[src/pkg/nce_defines.vh]
/* Constants of the nibble execute unit: operation codes, states,
   register selects and field widths. Assumes the fetch side resolves
   every operand, including bit-manipulation addressing, into fields. */
// Overview of operation
// - Back-to-back immediate loads of one group: only the first acts.
// - Load an 8-bit immediate into accumulator pair or pointer pair.
// - Move a nibble between accumulator and memory at the pointer pair.
// - Move a nibble between accumulator and a direct address.
// - Pair moves use an even address for A and the next for X.
// - Swap accumulator with memory or with X, H or L.
// - Table read from page bits and accumulator pair into A and X.
// - A table read at a page's last byte uses the following page.
// - Add immediate or pointer nibble; skip on carry, carry kept.
// - Add pointer nibble plus carry; carry flag takes the carry out.
// - Add-immediate after add-with-carry: skipped on carry, else no skip.
// - AND, OR or XOR pointer nibble into the accumulator.
// - Rotate accumulator right through the carry flag.
// - Invert the accumulator, flags untouched.
// - Increment register or any direct nibble; skip on wrap to zero.
// - Decrement register; skip when the result is all ones.
// - Skip on register equal immediate or accumulator equal memory.
// - Set, clear, invert carry; skip when carry is one.
// - Direct bit set, clear, skip-if-one, skip-if-zero in low memory.
// - Same four bit operations through bit-manipulation addressing.
// - Test-and-clear skips on a one bit and clears that bit.
// - Carry takes carry AND the addressed bit.
`ifndef NCE_DEFINES_VH
`define NCE_DEFINES_VH
`define NCE_LD_A_IMM   6'h00
`define NCE_LD_XA_IMM  6'h01
`define NCE_LD_HL_IMM  6'h02
`define NCE_LD_A_HL    6'h03
`define NCE_ST_HL_A    6'h04
`define NCE_LD_A_MEM   6'h05
`define NCE_LD_XA_MEM  6'h06
`define NCE_ST_MEM_A   6'h07
`define NCE_ST_MEM_XA  6'h08
`define NCE_XCH_A_HL   6'h09
`define NCE_XCH_A_MEM  6'h0A
`define NCE_XCH_XA_MEM 6'h0B
`define NCE_XCH_A_REG  6'h0C
`define NCE_TABLE_RD   6'h0D
`define NCE_ADDS_IMM   6'h0E
`define NCE_ADDS_HL    6'h0F
`define NCE_ADD_WITH_CARRY_OP_HL    6'h10
`define NCE_AND_HL     6'h11
`define NCE_OR_HL      6'h12
`define NCE_XOR_HL     6'h13
`define NCE_ROTATE_RIGHT_CARRY_OP       6'h14
`define NCE_NOT_A      6'h15
`define NCE_INCREMENT_SKIP_OP_REG   6'h16
`define NCE_INCREMENT_SKIP_OP_MEM   6'h17
`define NCE_DECREMENT_SKIP_OP_REG   6'h18
`define NCE_SKE_IMM    6'h19
`define NCE_SKE_A_HL   6'h1A
`define NCE_SET_CY     6'h1B
`define NCE_CLR_CY     6'h1C
`define NCE_SKT_CY     6'h1D
`define NCE_NOT_CY     6'h1E
`define NCE_BSET_MEM   6'h1F
`define NCE_BCLR_MEM   6'h20
`define NCE_SKT_MEM    6'h21
`define NCE_SKF_MEM    6'h22
`define NCE_BSET_F     6'h23
`define NCE_BCLR_F     6'h24
`define NCE_SKT_F      6'h25
`define NCE_SKF_F      6'h26
`define NCE_TCLR_F     6'h27
`define NCE_AND_CY_F   6'h28
// Register selects
`define NCE_SEL_X      2'h0
`define NCE_SEL_A      2'h1
`define NCE_SEL_H      2'h2
`define NCE_SEL_L      2'h3
// Immediate-load groups
`define NCE_GRP_NONE   2'h0
`define NCE_GRP_ACC    2'h1
`define NCE_GRP_PTR    2'h2
// States
`define NCE_S_IDLE     3'h0
`define NCE_S_RD       3'h1
`define NCE_S_DAT      3'h2
`define NCE_S_WR       3'h3
`define NCE_S_ROM      3'h4
`define NCE_S_ROMD     3'h5
// Values and fields
`define NCE_NIB_ZERO   4'h0
`define NCE_NIB_ONES   4'hF
`define NCE_NIB_ONE    4'h1
`define NCE_BYTE_ZERO  8'h00
`define NCE_PAGE_LAST  8'hFF
`define NCE_PAGE_ONE   3'h1
`define NCE_LOW_ADDR   8'h3F
`define NCE_EVEN_ADDR  8'h3E
`define NCE_ADDR_STEP  8'h01
`define NCE_ROM_ZERO   11'h000
`endif

[src/hw/nce_execute_unit.v]
/* Nibble CPU execute unit: accumulator, X, H, L, carry flag and the
   skip state, plus sequencing of data memory and table ROM accesses.
   Assumes a decoder hands over one resolved instruction at a time with
   i_op_valid while o_ready is high, and that memory and ROM return read
   data in the cycle after the cycle their read strobe is high. */
`include "nce_defines.vh"
module nce_execute_unit (
  input  wire        i_clk,
  input  wire        i_rst_n,
  input  wire        i_op_valid,
  input  wire [5:0]  i_op_code,
  input  wire [7:0]  i_op_imm,
  input  wire [1:0]  i_op_bit,
  input  wire [1:0]  i_op_reg,
  input  wire [10:0] i_op_pc,
  output wire        o_ready,
  output reg         o_done_r,
  output reg         o_skip_r,
  output reg         o_skip_pend_r,
  output reg  [7:0]  o_mem_addr_r,
  output reg         o_mem_rd_r,
  output reg         o_mem_wr_r,
  output reg  [3:0]  o_mem_wdata_r,
  input  wire [3:0]  i_mem_rdata,
  output reg  [10:0] o_rom_addr_r,
  output reg         o_rom_rd_r,
  input  wire [7:0]  i_rom_data,
  output reg  [3:0]  o_acc_r,
  output reg  [3:0]  o_x_r,
  output reg  [3:0]  o_h_r,
  output reg  [3:0]  o_l_r,
  output reg         o_carry_r
);

  reg [2:0] state_r;
  reg [5:0] op_r;
  reg [1:0] bit_r;
  reg       second_r;
  reg       wr_skip_r;
  reg [1:0] grp_r;
  reg       add_with_carry_op_r;
  reg       add_with_carry_op_cy_r;

  // Decode of the offered instruction
  wire [1:0] grp_in = (i_op_code == `NCE_LD_A_IMM ||
                       i_op_code == `NCE_LD_XA_IMM) ? `NCE_GRP_ACC :
                      (i_op_code == `NCE_LD_HL_IMM) ? `NCE_GRP_PTR :
                      `NCE_GRP_NONE;
  wire stacked  = (grp_in != `NCE_GRP_NONE) && (grp_in == grp_r);
  wire adds_cut = (i_op_code == `NCE_ADDS_IMM) && add_with_carry_op_r && add_with_carry_op_cy_r;
  wire cancel   = o_skip_pend_r || stacked || adds_cut;
  wire [7:0] hl = {o_h_r, o_l_r};
  wire [7:0] direct = i_op_imm & `NCE_LOW_ADDR;
  wire [7:0] pair_base = i_op_imm & `NCE_EVEN_ADDR;
  wire [3:0] mask = `NCE_NIB_ONE << bit_r;
  wire [3:0] md = i_mem_rdata;
  wire [4:0] sum_imm = {1'b0, o_acc_r} + {1'b0, i_op_imm[3:0]};
  wire [4:0] sum_mem = {1'b0, o_acc_r} + {1'b0, md};
  wire [4:0] sum_cy  = sum_mem + {4'h0, o_carry_r};
  wire [3:0] md_inc  = md + `NCE_NIB_ONE;
  wire [2:0] page = (i_op_pc[7:0] == `NCE_PAGE_LAST) ?
                    i_op_pc[10:8] + `NCE_PAGE_ONE : i_op_pc[10:8];
  wire pair_op = (op_r == `NCE_LD_XA_MEM) || (op_r == `NCE_ST_MEM_XA) ||
                 (op_r == `NCE_XCH_XA_MEM);

  // Selected register, for increment, decrement, compare and exchange
  reg [3:0] reg_sel;
  always @* begin
    case (i_op_reg)
      `NCE_SEL_X: reg_sel = o_x_r;
      `NCE_SEL_A: reg_sel = o_acc_r;
      `NCE_SEL_H: reg_sel = o_h_r;
      default:    reg_sel = o_l_r;
    endcase
  end
  wire [3:0] reg_inc = reg_sel + `NCE_NIB_ONE;
  wire [3:0] reg_dec = reg_sel - `NCE_NIB_ONE;

  assign o_ready = (state_r == `NCE_S_IDLE);

  // Ends an instruction: one done pulse, skip pulse and pending skip
  task finish;
    input s;
    begin
      o_done_r      <= 1'b1;
      o_skip_r      <= s;
      o_skip_pend_r <= s;
      state_r       <= `NCE_S_IDLE;
    end
  endtask

  // Writes a value into the register named by the select field
  task put_reg;
    input [1:0] sel;
    input [3:0] v;
    begin
      case (sel)
        `NCE_SEL_X: o_x_r   <= v;
        `NCE_SEL_A: o_acc_r <= v;
        `NCE_SEL_H: o_h_r   <= v;
        default:    o_l_r   <= v;
      endcase
    end
  endtask

  // Starts a memory read or a memory write at the given address
  task mem_read;
    input [7:0] a;
    begin
      o_mem_addr_r <= a;
      o_mem_rd_r   <= 1'b1;
      state_r      <= `NCE_S_RD;
    end
  endtask
  task mem_write;
    input [7:0] a;
    input [3:0] v;
    input       s;
    begin
      o_mem_addr_r  <= a;
      o_mem_wdata_r <= v;
      o_mem_wr_r    <= 1'b1;
      wr_skip_r     <= s;
      state_r       <= `NCE_S_WR;
    end
  endtask

  // Sequencer and datapath; all effects of one instruction live here
  always @(posedge i_clk or negedge i_rst_n) begin
    if (!i_rst_n) begin
      state_r <= `NCE_S_IDLE;
      op_r <= `NCE_LD_A_IMM;
      bit_r <= 2'h0;
      second_r <= 1'b0;
      wr_skip_r <= 1'b0;
      grp_r <= `NCE_GRP_NONE;
      add_with_carry_op_r <= 1'b0;
      add_with_carry_op_cy_r <= 1'b0;
      o_done_r <= 1'b0;
      o_skip_r <= 1'b0;
      o_skip_pend_r <= 1'b0;
      o_mem_addr_r <= `NCE_BYTE_ZERO;
      o_mem_rd_r <= 1'b0;
      o_mem_wr_r <= 1'b0;
      o_mem_wdata_r <= `NCE_NIB_ZERO;
      o_rom_addr_r <= `NCE_ROM_ZERO;
      o_rom_rd_r <= 1'b0;
      o_acc_r <= `NCE_NIB_ZERO;
      o_x_r <= `NCE_NIB_ZERO;
      o_h_r <= `NCE_NIB_ZERO;
      o_l_r <= `NCE_NIB_ZERO;
      o_carry_r <= 1'b0;
    end else begin
      o_done_r <= 1'b0;
      o_skip_r <= 1'b0;
      o_mem_rd_r <= 1'b0;
      o_mem_wr_r <= 1'b0;
      o_rom_rd_r <= 1'b0;
      case (state_r)
        `NCE_S_IDLE: if (i_op_valid) begin
          op_r <= i_op_code;
          bit_r <= i_op_bit;
          second_r <= 1'b0;
          // Group tracking follows every offered load, even a cancelled one
          grp_r <= grp_in;
          add_with_carry_op_r <= (i_op_code == `NCE_ADD_WITH_CARRY_OP_HL) && !cancel;
          if (cancel)
            finish(1'b0);
          else case (i_op_code)
            `NCE_LD_A_IMM: begin
              o_acc_r <= i_op_imm[3:0];
              finish(1'b0);
            end
            `NCE_LD_XA_IMM: begin
              {o_x_r, o_acc_r} <= i_op_imm;
              finish(1'b0);
            end
            `NCE_LD_HL_IMM: begin
              {o_h_r, o_l_r} <= i_op_imm;
              finish(1'b0);
            end
            `NCE_LD_A_HL, `NCE_XCH_A_HL, `NCE_ADDS_HL, `NCE_ADD_WITH_CARRY_OP_HL,
            `NCE_AND_HL, `NCE_OR_HL, `NCE_XOR_HL, `NCE_SKE_A_HL:
              mem_read(hl);
            `NCE_ST_HL_A: mem_write(hl, o_acc_r, 1'b0);
            `NCE_LD_A_MEM, `NCE_XCH_A_MEM, `NCE_BSET_MEM, `NCE_BCLR_MEM,
            `NCE_SKT_MEM, `NCE_SKF_MEM:
              mem_read(direct);
            `NCE_ST_MEM_A: mem_write(direct, o_acc_r, 1'b0);
            `NCE_LD_XA_MEM, `NCE_XCH_XA_MEM: mem_read(pair_base);
            `NCE_ST_MEM_XA: mem_write(pair_base, o_acc_r, 1'b0);
            `NCE_INCREMENT_SKIP_OP_MEM, `NCE_BSET_F, `NCE_BCLR_F, `NCE_SKT_F, `NCE_SKF_F,
            `NCE_TCLR_F, `NCE_AND_CY_F:
              mem_read(i_op_imm);
            `NCE_XCH_A_REG: begin
              // An A select would swap A with itself, so it is a no-op
              if (i_op_reg != `NCE_SEL_A) begin
                put_reg(i_op_reg, o_acc_r);
                o_acc_r <= reg_sel;
              end
              finish(1'b0);
            end
            `NCE_TABLE_RD: begin
              o_rom_addr_r <= {page, o_x_r, o_acc_r};
              o_rom_rd_r <= 1'b1;
              state_r <= `NCE_S_ROM;
            end
            `NCE_ADDS_IMM: begin
              o_acc_r <= sum_imm[3:0];
              finish(sum_imm[4] && !add_with_carry_op_r);
            end
            `NCE_ROTATE_RIGHT_CARRY_OP: begin
              {o_acc_r, o_carry_r} <= {o_carry_r, o_acc_r};
              finish(1'b0);
            end
            `NCE_NOT_A: begin
              o_acc_r <= ~o_acc_r;
              finish(1'b0);
            end
            `NCE_INCREMENT_SKIP_OP_REG: begin
              put_reg(i_op_reg, reg_inc);
              finish(reg_inc == `NCE_NIB_ZERO);
            end
            `NCE_DECREMENT_SKIP_OP_REG: begin
              put_reg(i_op_reg, reg_dec);
              finish(reg_dec == `NCE_NIB_ONES);
            end
            `NCE_SKE_IMM: finish(reg_sel == i_op_imm[3:0]);
            `NCE_SET_CY: begin
              o_carry_r <= 1'b1;
              finish(1'b0);
            end
            `NCE_CLR_CY: begin
              o_carry_r <= 1'b0;
              finish(1'b0);
            end
            `NCE_NOT_CY: begin
              o_carry_r <= ~o_carry_r;
              finish(1'b0);
            end
            `NCE_SKT_CY: finish(o_carry_r);
            default: finish(1'b0);
          endcase
        end
        // Read strobe cycle; data arrives in the next one
        `NCE_S_RD: state_r <= `NCE_S_DAT;
        `NCE_S_DAT: case (op_r)
          `NCE_LD_A_HL, `NCE_LD_A_MEM: begin
            o_acc_r <= md;
            finish(1'b0);
          end
          `NCE_LD_XA_MEM: if (second_r) begin
            o_x_r <= md;
            finish(1'b0);
          end else begin
            o_acc_r <= md;
            second_r <= 1'b1;
            mem_read(o_mem_addr_r + `NCE_ADDR_STEP);
          end
          `NCE_XCH_A_HL, `NCE_XCH_A_MEM: begin
            o_acc_r <= md;
            mem_write(o_mem_addr_r, o_acc_r, 1'b0);
          end
          `NCE_XCH_XA_MEM: if (second_r) begin
            o_x_r <= md;
            mem_write(o_mem_addr_r, o_x_r, 1'b0);
          end else begin
            o_acc_r <= md;
            mem_write(o_mem_addr_r, o_acc_r, 1'b0);
          end
          `NCE_ADDS_HL: begin
            o_acc_r <= sum_mem[3:0];
            finish(sum_mem[4]);
          end
          `NCE_ADD_WITH_CARRY_OP_HL: begin
            o_acc_r <= sum_cy[3:0];
            o_carry_r <= sum_cy[4];
            add_with_carry_op_cy_r <= sum_cy[4];
            finish(1'b0);
          end
          `NCE_AND_HL: begin
            o_acc_r <= o_acc_r & md;
            finish(1'b0);
          end
          `NCE_OR_HL: begin
            o_acc_r <= o_acc_r | md;
            finish(1'b0);
          end
          `NCE_XOR_HL: begin
            o_acc_r <= o_acc_r ^ md;
            finish(1'b0);
          end
          `NCE_SKE_A_HL: finish(o_acc_r == md);
          `NCE_INCREMENT_SKIP_OP_MEM:
            mem_write(o_mem_addr_r, md_inc,
                      md_inc == `NCE_NIB_ZERO);
          `NCE_BSET_MEM, `NCE_BSET_F:
            mem_write(o_mem_addr_r, md | mask, 1'b0);
          `NCE_BCLR_MEM, `NCE_BCLR_F:
            mem_write(o_mem_addr_r, md & ~mask, 1'b0);
          `NCE_SKT_MEM, `NCE_SKT_F: finish(md[bit_r]);
          `NCE_SKF_MEM, `NCE_SKF_F: finish(!md[bit_r]);
          `NCE_TCLR_F:
            // Skip and clear come from the same read, so no bit is lost
            if (md[bit_r])
              mem_write(o_mem_addr_r, md & ~mask, 1'b1);
            else
              finish(1'b0);
          `NCE_AND_CY_F: begin
            o_carry_r <= o_carry_r & md[bit_r];
            finish(1'b0);
          end
          default: finish(1'b0);
        endcase
        // Write strobe cycle; pair operations continue with the high nibble
        `NCE_S_WR: if (pair_op && !second_r) begin
          second_r <= 1'b1;
          if (op_r == `NCE_ST_MEM_XA)
            mem_write(o_mem_addr_r + `NCE_ADDR_STEP, o_x_r, 1'b0);
          else
            mem_read(o_mem_addr_r + `NCE_ADDR_STEP);
        end else
          finish(wr_skip_r);
        `NCE_S_ROM: state_r <= `NCE_S_ROMD;
        `NCE_S_ROMD: begin
          {o_x_r, o_acc_r} <= i_rom_data;
          finish(1'b0);
        end
        default: state_r <= `NCE_S_IDLE;
      endcase
    end
  end

endmodule

[config.mk]
export PLATFORM = sky130hd
export DESIGN_NAME = nce_execute_unit
export DESIGN_NICKNAME = d
export VERILOG_FILES = /design/src/hw/nce_execute_unit.v
export VERILOG_INCLUDE_DIRS = /design/src /design/src/pkg
export SDC_FILE = /design/constraint.sdc
export NUM_CORES = 1
export LEC_CHECK = 0
export ABC_AREA = 1
export BUFFER_PORTS_ARGS = -buffer_cell sky130_fd_sc_hd__buf_2
export CELL_PAD_IN_SITES_DETAIL_PLACEMENT = 0
export CELL_PAD_IN_SITES_GLOBAL_PLACEMENT = 2
export CORE_MARGIN = 2
export CORE_UTILIZATION = 33
export CTS_CLUSTER_DIAMETER = 120
export DETAILED_ROUTE_END_ITERATION = 7
export GPL_TIMING_DRIVEN = 0
export MAX_ROUTING_LAYER = met4
export PLACE_DENSITY = 0.85
export SETUP_SLACK_MARGIN = 0.15
export SKIP_CTS_REPAIR_TIMING = 1
export SYNTH_ARGS = -nofsm -noshare
export SYNTH_HDL_FRONTEND = slang
export SYNTH_SLANG_ARGS = --single-unit
export TNS_END_PERCENT = 20
[constraint.sdc]
create_clock -name i_clk -period 4 [get_ports i_clk]
set_input_delay 0.4 -clock i_clk [delete_from_list [all_inputs] [get_ports i_clk]]
set_output_delay 0.4 -clock i_clk [all_outputs]
set_load 0.005 [all_outputs]
==> results.tsv, run 1 <==
stage	metric	value	unit
min_path	path type of the worst min-delay path	in2async	
power_and_ir_drop	overall power consumption	4.16	mW
cts	clock-pin transition on the worst setup and hold timing paths	60	ps
setup_path	arrival time at the worst endpoint	3040	ps
logic_synthesis	EDFF count, synth	0	
placement	detailed placer's ending HPWL	17.0	mm
global_route	number of antenna violations at the first check in global routing	0	
drt	vias after detailed routing	6378	
logic_synthesis	cell type with the largest total area after synthesis	dfrtp_1	
drt	DR pass1 iterations	5	
drt	number of DRC markers in iteration 0	409	
drt	wire per inst	16.8	um
timing	hold slack	43.5	ps
timing	Max-Slew Margin vs Limit	52.1	%
power_and_ir_drop	worst-case vdd ir drop	0.259	mV
floorplanning	core region area	17300	sq um
floorplanning	total die area	18800	sq um
floorplanning	starting density of the core	33.8	%
cts	buffer cell driving the clock tree root	clkbuf_16	
final_layout	Layout Utilization	39.9	%
timing	final number of max-transition violations	0	
floorplanning	boundary pin count	91	
drt	Via-to-Cell Ratio	5.03	
logic_synthesis	area of the mapped netlist	5840	sq um
final_layout	Syn-to-layout area delta	18.3	%
logic_synthesis	Synth Net Count	1003	
timing	final period utilization	70.1	%
final_layout	ratio of cells with drive above 1 in the final layout	16.1	%
drt	WL final	21.3	mm
global_route	first-pass GRT wire length	33.2	mm
setup_path	kind of end point of the critical path	flip-flop	
floorplanning	Cell Rows	48	
timing	Max Clk Rate	357	MHz
global_route	pin count of the biggest net entering global routing	64	
timing	final critical path time including I/O delays and setup	2800	ps
cts	deepest clock path buffer count	2	
setup_path	Crit Path Max Fanout	10	
placement	global placement routability congestion	0.914	
global_route	GRT Residual Overflow	0	
drt	DRC violation count after routing	0	
logic_synthesis	sequential fraction of the synthesis area	27.0	%
setup_path	setup slack, reg-to-reg	1200	ps
logic_synthesis	Yosys cell types	49	
final_layout	post-layout net count	1105	
drt	remaining antenna violation count after routing	0	
setup_path	critical path, cell by cell	inv_1, ha_1, ha_1, ha_1, inv_1, nor2_1, a21oi_1, nand4_1, a21boi_0, nand2_1, nand2_1, nand2_1	
setup_path	critical path's slowest cell	dfrtp_1	
global_route	global-route total usage across every layer	24.0	%
setup_path	r2r worst-path depth	12	
logic_synthesis	top cell type's share of synthesized area	27.0	%
logic_synthesis	number of cells produced by synthesis	935	
timing	count of endpoints failing hold in the final timing report	0	
logic_synthesis	cell types with the largest area share after synthesis	dfrtp_1 27%, nand2_1 19%, nand3_1 9.1%	
floorplanning	vertical die dimension	137	um
setup_path	worst reg2reg path endpoint	o_acc_r[1]$_DFFE_PN0P_	
timing	number of setup violations in the final report	0	
cts	number of buffers added by the clock tree synthesis step	9	
final_layout	commonest non-fill, non-tap cell in the layout	nand2_1	
setup_path	Worst setup SP type	flip-flop	
logic_synthesis	Post-Synthesis Mean Instance Area	6.25	sq um
setup_path	required time of the critical path	4240	ps
final_layout	number of inserted diodes	0	
final_layout	most frequent cells in the layout	292 x nand2_1, 106 x nand3_1, 105 x inv_1	
power_and_ir_drop	cell area power density	603	nW/um^2
flow_run	number of max-cap violations	0	
floorplanning	floorplan die width	137	um
cts	CTS tree	yes	
cts	worst-skew pair later-pin latency	350	ps
logic_synthesis	Post-synth top flop	dfrtp_1	
logic_synthesis	total of warnings raised by yosys	0	
run_status	result of the run	finished clean	
cts	H-tree depth	3	
placement	PortBufs	90	
timing	Post-Route Setup TNS	0	ps
timing	unrepaired setup endpoints after global routing	no	
global_route	via count of the first global-routing pass	6018	
logic_synthesis	post-synthesis async set-or-reset flop share	100	%
timing	pin slew with the least headroom to its limit	711	ps
setup_path	Reg-to-Reg Start	o_acc_r[0]$_DFFE_PN0P_	
setup_path	critical setup path kind	reg2reg	
cts	clock tree sinks	63	
logic_synthesis	Seq cells post-synth	63	
setup_path	Slowest Stage Delay on Critical Path	690	ps
timing	post-route clock skew	11.3	ps
power_and_ir_drop	static power due to leakage	3.73	nW
layer usage:
metal | GRT usage [%] | vias up | share of wire [%] | wire length (um)
li1 | - | 3255 | - | -
met1 | 31.9 | 2950 | 47 | 10100
met2 | 37.8 | 145 | 46 | 9920
met3 | 3.41 | 28 | 4.1 | 876
met4 | 7.67 | 0 | 2.1 | 446
met5 | - | - | 0 | 0
where the power goes:
part           switching, mW  internal [mW]  total, mW
clock                  0.344          0.489      0.833
sequential             0.305          0.875       1.18
combinational           1.41          0.735       2.15
sequential cells by signal, summed over array words and instances (netlist names), 3 cells and up:
signal         flops
o_h_r              4
o_mem_addr_r       8
op_r               6
o_l_r              4
o_mem_wdata_r      4
o_rom_addr_r      11
state_r            3
o_acc_r            4
o_x_r              4
synthesized netlist by cell type, drive strengths merged, types with 5 or more instances:
cell type and count:
o22ai 5, buf 7, nor2 110, nand2 303, xor2 5, dfrtp 63
a21oi 48, nand3 112, inv 118, o21ai 70, clkbuf 6, nand4 17
ha 22, nor3 6
worst max-delay path by stage:
stage | endpoint | startpoint | cells past startpoint | slack [ps]
final | o_acc_r[1]$_DFFE_PN0P_ | o_acc_r[0]$_DFFE_PN0P_ | 12 | 1200
after floorplan | o_acc_r[1]$_DFFE_PN0P_ | o_acc_r[0]$_DFFE_PN0P_ | 11 | 1860
after global placement | o_acc_r[1]$_DFFE_PN0P_ | o_acc_r[0]$_DFFE_PN0P_ | 11 | 1240
after CTS | o_acc_r[1]$_DFFE_PN0P_ | o_acc_r[0]$_DFFE_PN0P_ | 12 | 1170
after global routing | o_acc_r[1]$_DFFE_PN0P_ | o_acc_r[0]$_DFFE_PN0P_ | 12 | 1040
after detailed placement | o_acc_r[1]$_DFFE_PN0P_ | o_acc_r[0]$_DFFE_PN0P_ | 12 | 1190
stage by stage:
stage               cells  instance area [sq um]  setup WS (ps)
floorplan             935                   5840           1860
global placement     1250                   6570           1240
detailed placement   1251                   6600           1190
CTS                  1267                   6910           1170
global route         1267                   6910           1040
finish               1267                   6910           1200
cells by family (layout without fill, tap and decap cells):
kind of cell | after synthesis | after routing | share of synthesized area, %
flops | 63 | 63 | 27.0
xor+xnor | 8 | 8 | 1.20
fa+ha+maj | 24 | 24 | 5.40
buf+inv | 135 | 242 | 9.04
simple gates | 557 | 557 | 43.0
compound gates | 147 | 147 | 14.2
mux | 1 | 1 | 0.193
critical path, delay by kind of cell, from the launching register on:
kind | cells | cell delay [ps]
AOI/OAI and AO/OA | 2 | 440
adders and majority gates | 3 | 870
buffers and inverters | 2 | 320
DFF | 1 | 690
and+or+nand+nor | 5 | 370
cell type report:
type / instances / area [sq um]
Clock buffer: 9 / 225
Clock inverter: 7 / 80.1
Tap cell: 225 / 282
Timing Repair Buffer: 91 / 480
Fill cell: 1945 / 10400
Multi-Input combinational cell: 737 / 3730
Buffer: 13 / 63.8
Inverter: 122 / 464
Sequential cell: 63 / 1580
No activity file was read; power rests on OpenSTA's default activity.
==> run 2, diff against run 1 <==
--- a/config.mk
+++ b/config.mk
@@ -11,12 +11,12 @@
 export CELL_PAD_IN_SITES_DETAIL_PLACEMENT = 0
 export CELL_PAD_IN_SITES_GLOBAL_PLACEMENT = 2
 export CORE_MARGIN = 2
-export CORE_UTILIZATION = 33
+export CORE_UTILIZATION = 28
 export CTS_CLUSTER_DIAMETER = 120
 export DETAILED_ROUTE_END_ITERATION = 7
 export GPL_TIMING_DRIVEN = 0
 export MAX_ROUTING_LAYER = met4
-export PLACE_DENSITY = 0.85
+export PLACE_DENSITY = 0.77
 export SETUP_SLACK_MARGIN = 0.15
 export SKIP_CTS_REPAIR_TIMING = 1
 export SYNTH_ARGS = -nofsm -noshare
==> constraint.sdc (replaced) <==
create_clock -name i_clk -period 2.5 [get_ports i_clk]
set_input_delay 0.25 -clock i_clk [delete_from_list [all_inputs] [get_ports i_clk]]
set_output_delay 0.25 -clock i_clk [all_outputs]
set_load 0.005 [all_outputs]
==> results.tsv, run 2 (synthesis results as in run 1) <==
stage	metric	value	unit
run_status	result of the run	finished clean	
setup_path	critical setup path kind	reg2reg	
final_layout	most frequent cells in the layout	289 x nand2_1, 104 x nand3_1, 101 x inv_1	
flow_run	number of max-cap violations	0	
power_and_ir_drop	worst-case vdd ir drop	0.459	mV
power_and_ir_drop	part of the total power dissipated in the clock network	18.5	%
global_route	first-pass GRT wire length	35.4	mm
power_and_ir_drop	static power due to leakage	3.78	nW
floorplanning	total die area	22000	sq um
timing	final number of max-transition violations	0	
power_and_ir_drop	share of total power in combinational logic	54.2	%
timing	hold slack	126	ps
drt	DRC violation count after routing	0	
global_route	global-route total usage across every layer	21.3	%
setup_path	Crit Path Max Fanout	8	
global_route	GRT Residual Overflow	0	
timing	number of setup violations in the final report	0	
floorplanning	core region area	20400	sq um
timing	final period utilization	95.0	%
timing	Max-Slew Margin vs Limit	61.5	%
setup_path	kind of end point of the critical path	flip-flop	
global_route	number of antenna violations at the first check in global routing	0	
power_and_ir_drop	fraction of power spent switching nets	49.4	%
cts	CTS tree	yes	
timing	Max Clk Rate	421	MHz
setup_path	arrival time at the worst endpoint	2600	ps
setup_path	critical path, cell by cell	ha_4, fa_2, ha_4, nand3_4, nand3_2, nand4_1, a21boi_2, nand2_1, nand2_1, nand2_1	
floorplanning	boundary pin count	91	
placement	global placement routability congestion	0.847	
final_layout	flip-flop count of the largest register, all copies and words added	11	
final_layout	Largest Register	o_rom_addr_r	
final_layout	ratio of cells with drive above 1 in the final layout	19.5	%
cts	clock-pin transition on the worst setup and hold timing paths	60	ps
floorplanning	vertical die dimension	148	um
timing	final critical path time including I/O delays and setup	2370	ps
cts	H-tree depth	3	
drt	WL final	22.6	mm
setup_path	critical path's slowest cell	fa_2	
timing	pin slew with the least headroom to its limit	575	ps
cts	buffer cell driving the clock tree root	clkbuf_16	
power_and_ir_drop	Switch Pwr	3.43	mW
final_layout	final-layout fill cell count	2277	
drt	vias after detailed routing	6483	
floorplanning	Cell Rows	52	
cts	worst-skew pair later-pin latency	340	ps
global_route	pin count of the biggest net entering global routing	60	
drt	DR pass1 iterations	5	
placement	PortBufs	90	
final_layout	storage element area	1580	sq um
final_layout	commonest non-fill, non-tap cell in the layout	nand2_1	
drt	wire per inst	17.1	um
timing	post-route clock skew	9.03	ps
final_layout	post-layout net count	1115	
global_route	via count of the first global-routing pass	6323	
drt	Via-to-Cell Ratio	4.90	
setup_path	cell repeated most along the worst path	nand2_1	
setup_path	Slowest Stage Delay on Critical Path	620	ps
setup_path	required time of the critical path	2730	ps
setup_path	family with the most delay on the worst path	adder cells	
final_layout	number of inserted diodes	0	
final_layout	area occupied by multi-input gates	3840	sq um
cts	clock tree sinks	63	
final_layout	biggest regs	o_rom_addr_r (11), o_mem_addr_r (8), op_r (6)	
setup_path	Worst setup SP type	flip-flop	
cts	deepest clock path buffer count	2	
power_and_ir_drop	P_int	3.50	mW
drt	remaining antenna violation count after routing	0	
timing	unrepaired setup endpoints after global routing	yes	
power_and_ir_drop	Seq pwr share	27.3	%
floorplanning	floorplan die width	148	um
timing	count of endpoints failing hold in the final timing report	0	
placement	detailed placer's ending HPWL	18.0	mm
final_layout	Layout Utilization	35.2	%
min_path	path type of the worst min-delay path	in2reg	
final_layout	Syn-to-layout area delta	22.6	%
setup_path	Worst Path Buf+Inv	0	
drt	number of DRC markers in iteration 0	427	
power_and_ir_drop	cell area power density	968	nW/um^2
cts	number of buffers added by the clock tree synthesis step	9	
floorplanning	starting density of the core	28.7	%
==> run 2: cell types whose count changed in the layout (fill, tap and decap cells not counted), sizes merged <==
cell | previous run | this run
clkinv | 6 | 5
clkbuf | 15 | 18
buf | 98 | 107
bufinv | 1 | 0
inv | 120 | 119
dlygate4sd3 | 0 | 1
==> run 2: path summary, 6_finish.rpt <==
check	startpoint	to	slack, ps	cells after the start
setup / recovery	o_acc_r[0]$_DFFE_PN0P_	o_acc_r[2]$_DFFE_PN0P_	130	10
hold / removal	i_op_bit[0]	bit_r[0]$_DFFE_PN0P_	130	3
setup reg to reg	o_acc_r[0]$_DFFE_PN0P_	o_acc_r[2]$_DFFE_PN0P_	130	10
hold reg to reg	o_mem_wdata_r[1]$_DFFE_PN0P_	o_mem_wdata_r[1]$_DFFE_PN0P_	470	2
max in group asynchronous	i_rst_n	o_acc_r[1]$_DFFE_PN0P_	1670	3
min in group asynchronous	i_rst_n	o_l_r[0]$_DFFE_PN0P_	270	2
==> run 2: worst reg2reg max path, cell delays in order, from the launching register on <==
cell      delay, ps
dfrtp_2         510
ha_4            220
fa_2            620
ha_4            160
nand3_4         100
nand3_2          90
nand4_1         170
a21boi_2        220
nand2_1          70
nand2_1          60
nand2_1          50
==> run 2: cell type report <==
| cell class | count | area share, % |
|---|---|---|
| Clock buffer | 12 | 3.72 |
| Sequential cell | 63 | 22.1 |
| Inverter | 122 | 6.62 |
| Multi-Input combinational cell | 737 | 53.6 |
| Timing Repair Buffer | 101 | 7.79 |
| Clock inverter | 4 | 0.489 |
| Buffer | 13 | 0.908 |
| Tap cell | 270 | 4.72 |
==> run 2: power groups by stage <==
stage / Combinational (mW) / Clock [mW] / Sequential (mW)
after floorplan: 2.27 / 0 / 1.76
after global placement: 3.47 / 0 / 1.91
after detailed placement: 3.46 / 0 / 1.92
after CTS: 3.48 / 1.32 / 1.90
after global routing: 4.25 / 1.36 / 1.95
final: 3.76 / 1.28 / 1.89
==> run 2: routing by layer <==
layer | vias up | share of wire, % | GRT usage, %
li1 | 3280 | - | -
met1 | 3028 | 46 | 28.5
met2 | 156 | 48 | 34.7
met3 | 19 | 4.5 | 2.64
met4 | 0 | 1.5 | 4.86
met5 | - | 0 | -
==> run 2: per-stage QoR <==
step | cell area (sq um) | power [mW] | cells | worst slack (ps) | TNS, ps
after floorplan | 5840 | 4.04 | 935 | 356 | 0
after global placement | 6630 | 5.39 | 1295 | -293 | -1220
after detailed placement | 6660 | 5.38 | 1296 | -259 | -862
after CTS | 6960 | 6.70 | 1312 | -261 | -971
after global routing | 7160 | 7.55 | 1322 | 21.2 | 0
final | 7160 | 6.93 | 1322 | 125 | 0
==> run 3, diff against run 2 <==
--- a/config.mk
+++ b/config.mk
@@ -17,6 +17,7 @@
 export GPL_TIMING_DRIVEN = 0
 export MAX_ROUTING_LAYER = met4
 export PLACE_DENSITY = 0.77
+export RECOVER_POWER = 25
 export SETUP_SLACK_MARGIN = 0.15
 export SKIP_CTS_REPAIR_TIMING = 1
 export SYNTH_ARGS = -nofsm -noshare
==> results.tsv, run 3 (synthesis results as in run 1) <==
stage	metric	value	unit
run_status	result of the run	finished clean	
drt	met2 wire len	10.8	mm
drt	vias after detailed routing	6502	
floorplanning	starting density of the core	28.7	%
floorplanning	total die area	22000	sq um
drt	met3 wire length	995	um
final_layout	Largest Register	o_rom_addr_r	
cts	worst-skew pair later-pin latency	340	ps
flow_run	number of max-cap violations	0	
setup_path	critical setup path kind	reg2reg	
setup_path	Reg-to-Reg Start	o_acc_r[0]$_DFFE_PN0P_	
cts	buffer cell driving the clock tree root	clkbuf_16	
global_route	pin count of the biggest net entering global routing	60	
setup_path	first element of the critical path	o_acc_r[0]$_DFFE_PN0P_	
drt	Via-to-Cell Ratio	4.92	
final_layout	biggest regs	o_rom_addr_r (11), o_mem_addr_r (8), op_r (6)	
power_and_ir_drop	fraction of power spent switching nets	49.5	%
power_and_ir_drop	Switch Pwr	3.43	mW
floorplanning	boundary pin count	91	
final_layout	Cell Count, Final, Fillers Out	1322	
timing	final period utilization	94.7	%
timing	Post-Route Setup TNS	0	ps
final_layout	post-layout net count	1115	
timing	minimum setup slack in the final design	134	ps
timing	final number of max-transition violations	0	
min_path	Hold Crit Start	i_op_bit[0]	
final_layout	flip-flop count of the largest register, all copies and words added	11	
timing	hold slack	126	ps
setup_path	Crit Path Max Fanout	8	
timing	number of setup violations in the final report	0	
cts	CTS tree	yes	
floorplanning	vertical die dimension	148	um
cts	number of buffers added by the clock tree synthesis step	9	
drt	number of DRC markers in iteration 0	413	
power_and_ir_drop	share of total power in combinational logic	54.2	%
drt	DR pass1 iterations	5	
final_layout	most frequent cells in the layout	289 x nand2_1, 104 x nand3_1, 101 x inv_1	
floorplanning	Cell Rows	52	
power_and_ir_drop	cell area power density	969	nW/um^2
power_and_ir_drop	static power due to leakage	3.78	nW
global_route	via count of the first global-routing pass	6323	
timing	unrepaired setup endpoints after global routing	yes	
drt	wire per inst	17.1	um
placement	PortBufs	90	
placement	placed cell count	1296	
setup_path	Worst setup SP type	flip-flop	
setup_path	arrival time at the worst endpoint	2600	ps
min_path	path type of the worst min-delay path	in2reg	
global_route	first-pass GRT wire length	35.4	mm
placement	global placement routability congestion	0.847	
timing	final critical path time including I/O delays and setup	2370	ps
drt	DRC violation count after routing	0	
drt	routed length on met1	10.4	mm
global_route	number of antenna violations at the first check in global routing	0	
setup_path	required time of the critical path	2730	ps
drt	uppermost metal layer occupied by signal nets	met4	
power_and_ir_drop	P_int	3.50	mW
global_route	GRT Residual Overflow	0	
timing	post-route clock skew	9.10	ps
cts	clock-pin transition on the worst setup and hold timing paths	60	ps
setup_path	kind of end point of the critical path	flip-flop	
cts	deepest clock path buffer count	2	
floorplanning	core region area	20400	sq um
power_and_ir_drop	part of the total power dissipated in the clock network	18.5	%
cts	clock tree sinks	63	
timing	Max-Slew Margin vs Limit	60.8	%
timing	Max Clk Rate	423	MHz
final_layout	ratio of cells with drive above 1 in the final layout	19.4	%
final_layout	commonest non-fill, non-tap cell in the layout	nand2_1	
floorplanning	floorplan die width	148	um
final_layout	Layout Utilization	35.1	%
final_layout	final-layout fill cell count	2279	
timing	pin slew with the least headroom to its limit	586	ps
drt	WL final	22.6	mm
drt	remaining antenna violation count after routing	0	
final_layout	Syn-to-layout area delta	22.6	%
final_layout	number of inserted diodes	0	
cts	H-tree depth	3	
global_route	global-route total usage across every layer	21.3	%
power_and_ir_drop	Seq pwr share	27.3	%
power_and_ir_drop	worst-case vdd ir drop	0.457	mV
placement	detailed placer's ending HPWL	18.0	mm
placement	pre-CTS setup slack	-259	ps
timing	count of endpoints failing hold in the final timing report	0	
run 3: worst paths after layout:
check                                                to  slack (ps)  cells after the start
max                              o_acc_r[1]$_DFFE_PN0P_         130                     11
min in group asynchronous          o_l_r[0]$_DFFE_PN0P_         400                      2
max in group asynchronous        o_acc_r[1]$_DFFE_PN0P_        1380                      3
min                                bit_r[0]$_DFFE_PN0P_         130                      3
max reg2reg                      o_acc_r[1]$_DFFE_PN0P_         130                     11
min reg2reg                o_mem_wdata_r[1]$_DFFE_PN0P_         470                      2
run 3: cell type report:
cell class / instances / area (sq um) / share of cell area (%)
plain buffers: 13 / 65.1 / 0.909
repair buffers: 101 / 554 / 7.74
inverters: 122 / 474 / 6.62
well taps: 270 / 338 / 4.72
clock buffers: 12 / 267 / 3.72
flip-flops and latches: 63 / 1580 / 22.1
clock inverters: 4 / 35.0 / 0.489
multi-input cells: 737 / 3840 / 53.7
run 3: critical path: stages, from the launching register on:
cell      delay (ps)
dfrtp_2          510
ha_4             220
fa_2             620
ha_4             220
inv_4             50
nor2_4            30
a21oi_2          100
nand4_1          120
a21boi_2         200
nand2_1           70
nand2_1           80
nand2_1           40
run 3: power groups by stage:
stage	Clock [mW]	Combinational (mW)	Sequential, mW
3_5_place_dp	0	3.46	1.92
4_1_cts	1.32	3.48	1.90
3_3_place_gp	0	3.47	1.91
2_1_floorplan	0	2.27	1.76
5_1_grt	1.36	4.25	1.95
6_report	1.28	3.76	1.89
run 3: layer usage:
| metal | track usage (%) | vias up |
|---|---|---|
| met4 | 4.86 | 0 |
| met5 | - | - |
| met2 | 34.7 | 152 |
| met1 | 28.5 | 3045 |
| met3 | 2.64 | 21 |
| li1 | - | 3284 |
run 3: through the flow:
stage          power (mW)  cell area, sq um
6_report             6.93              7160
5_1_grt              7.55              7160
4_1_cts              6.70              6960
3_5_place_dp         5.38              6660
3_3_place_gp         5.39              6630
2_1_floorplan        4.04              5840
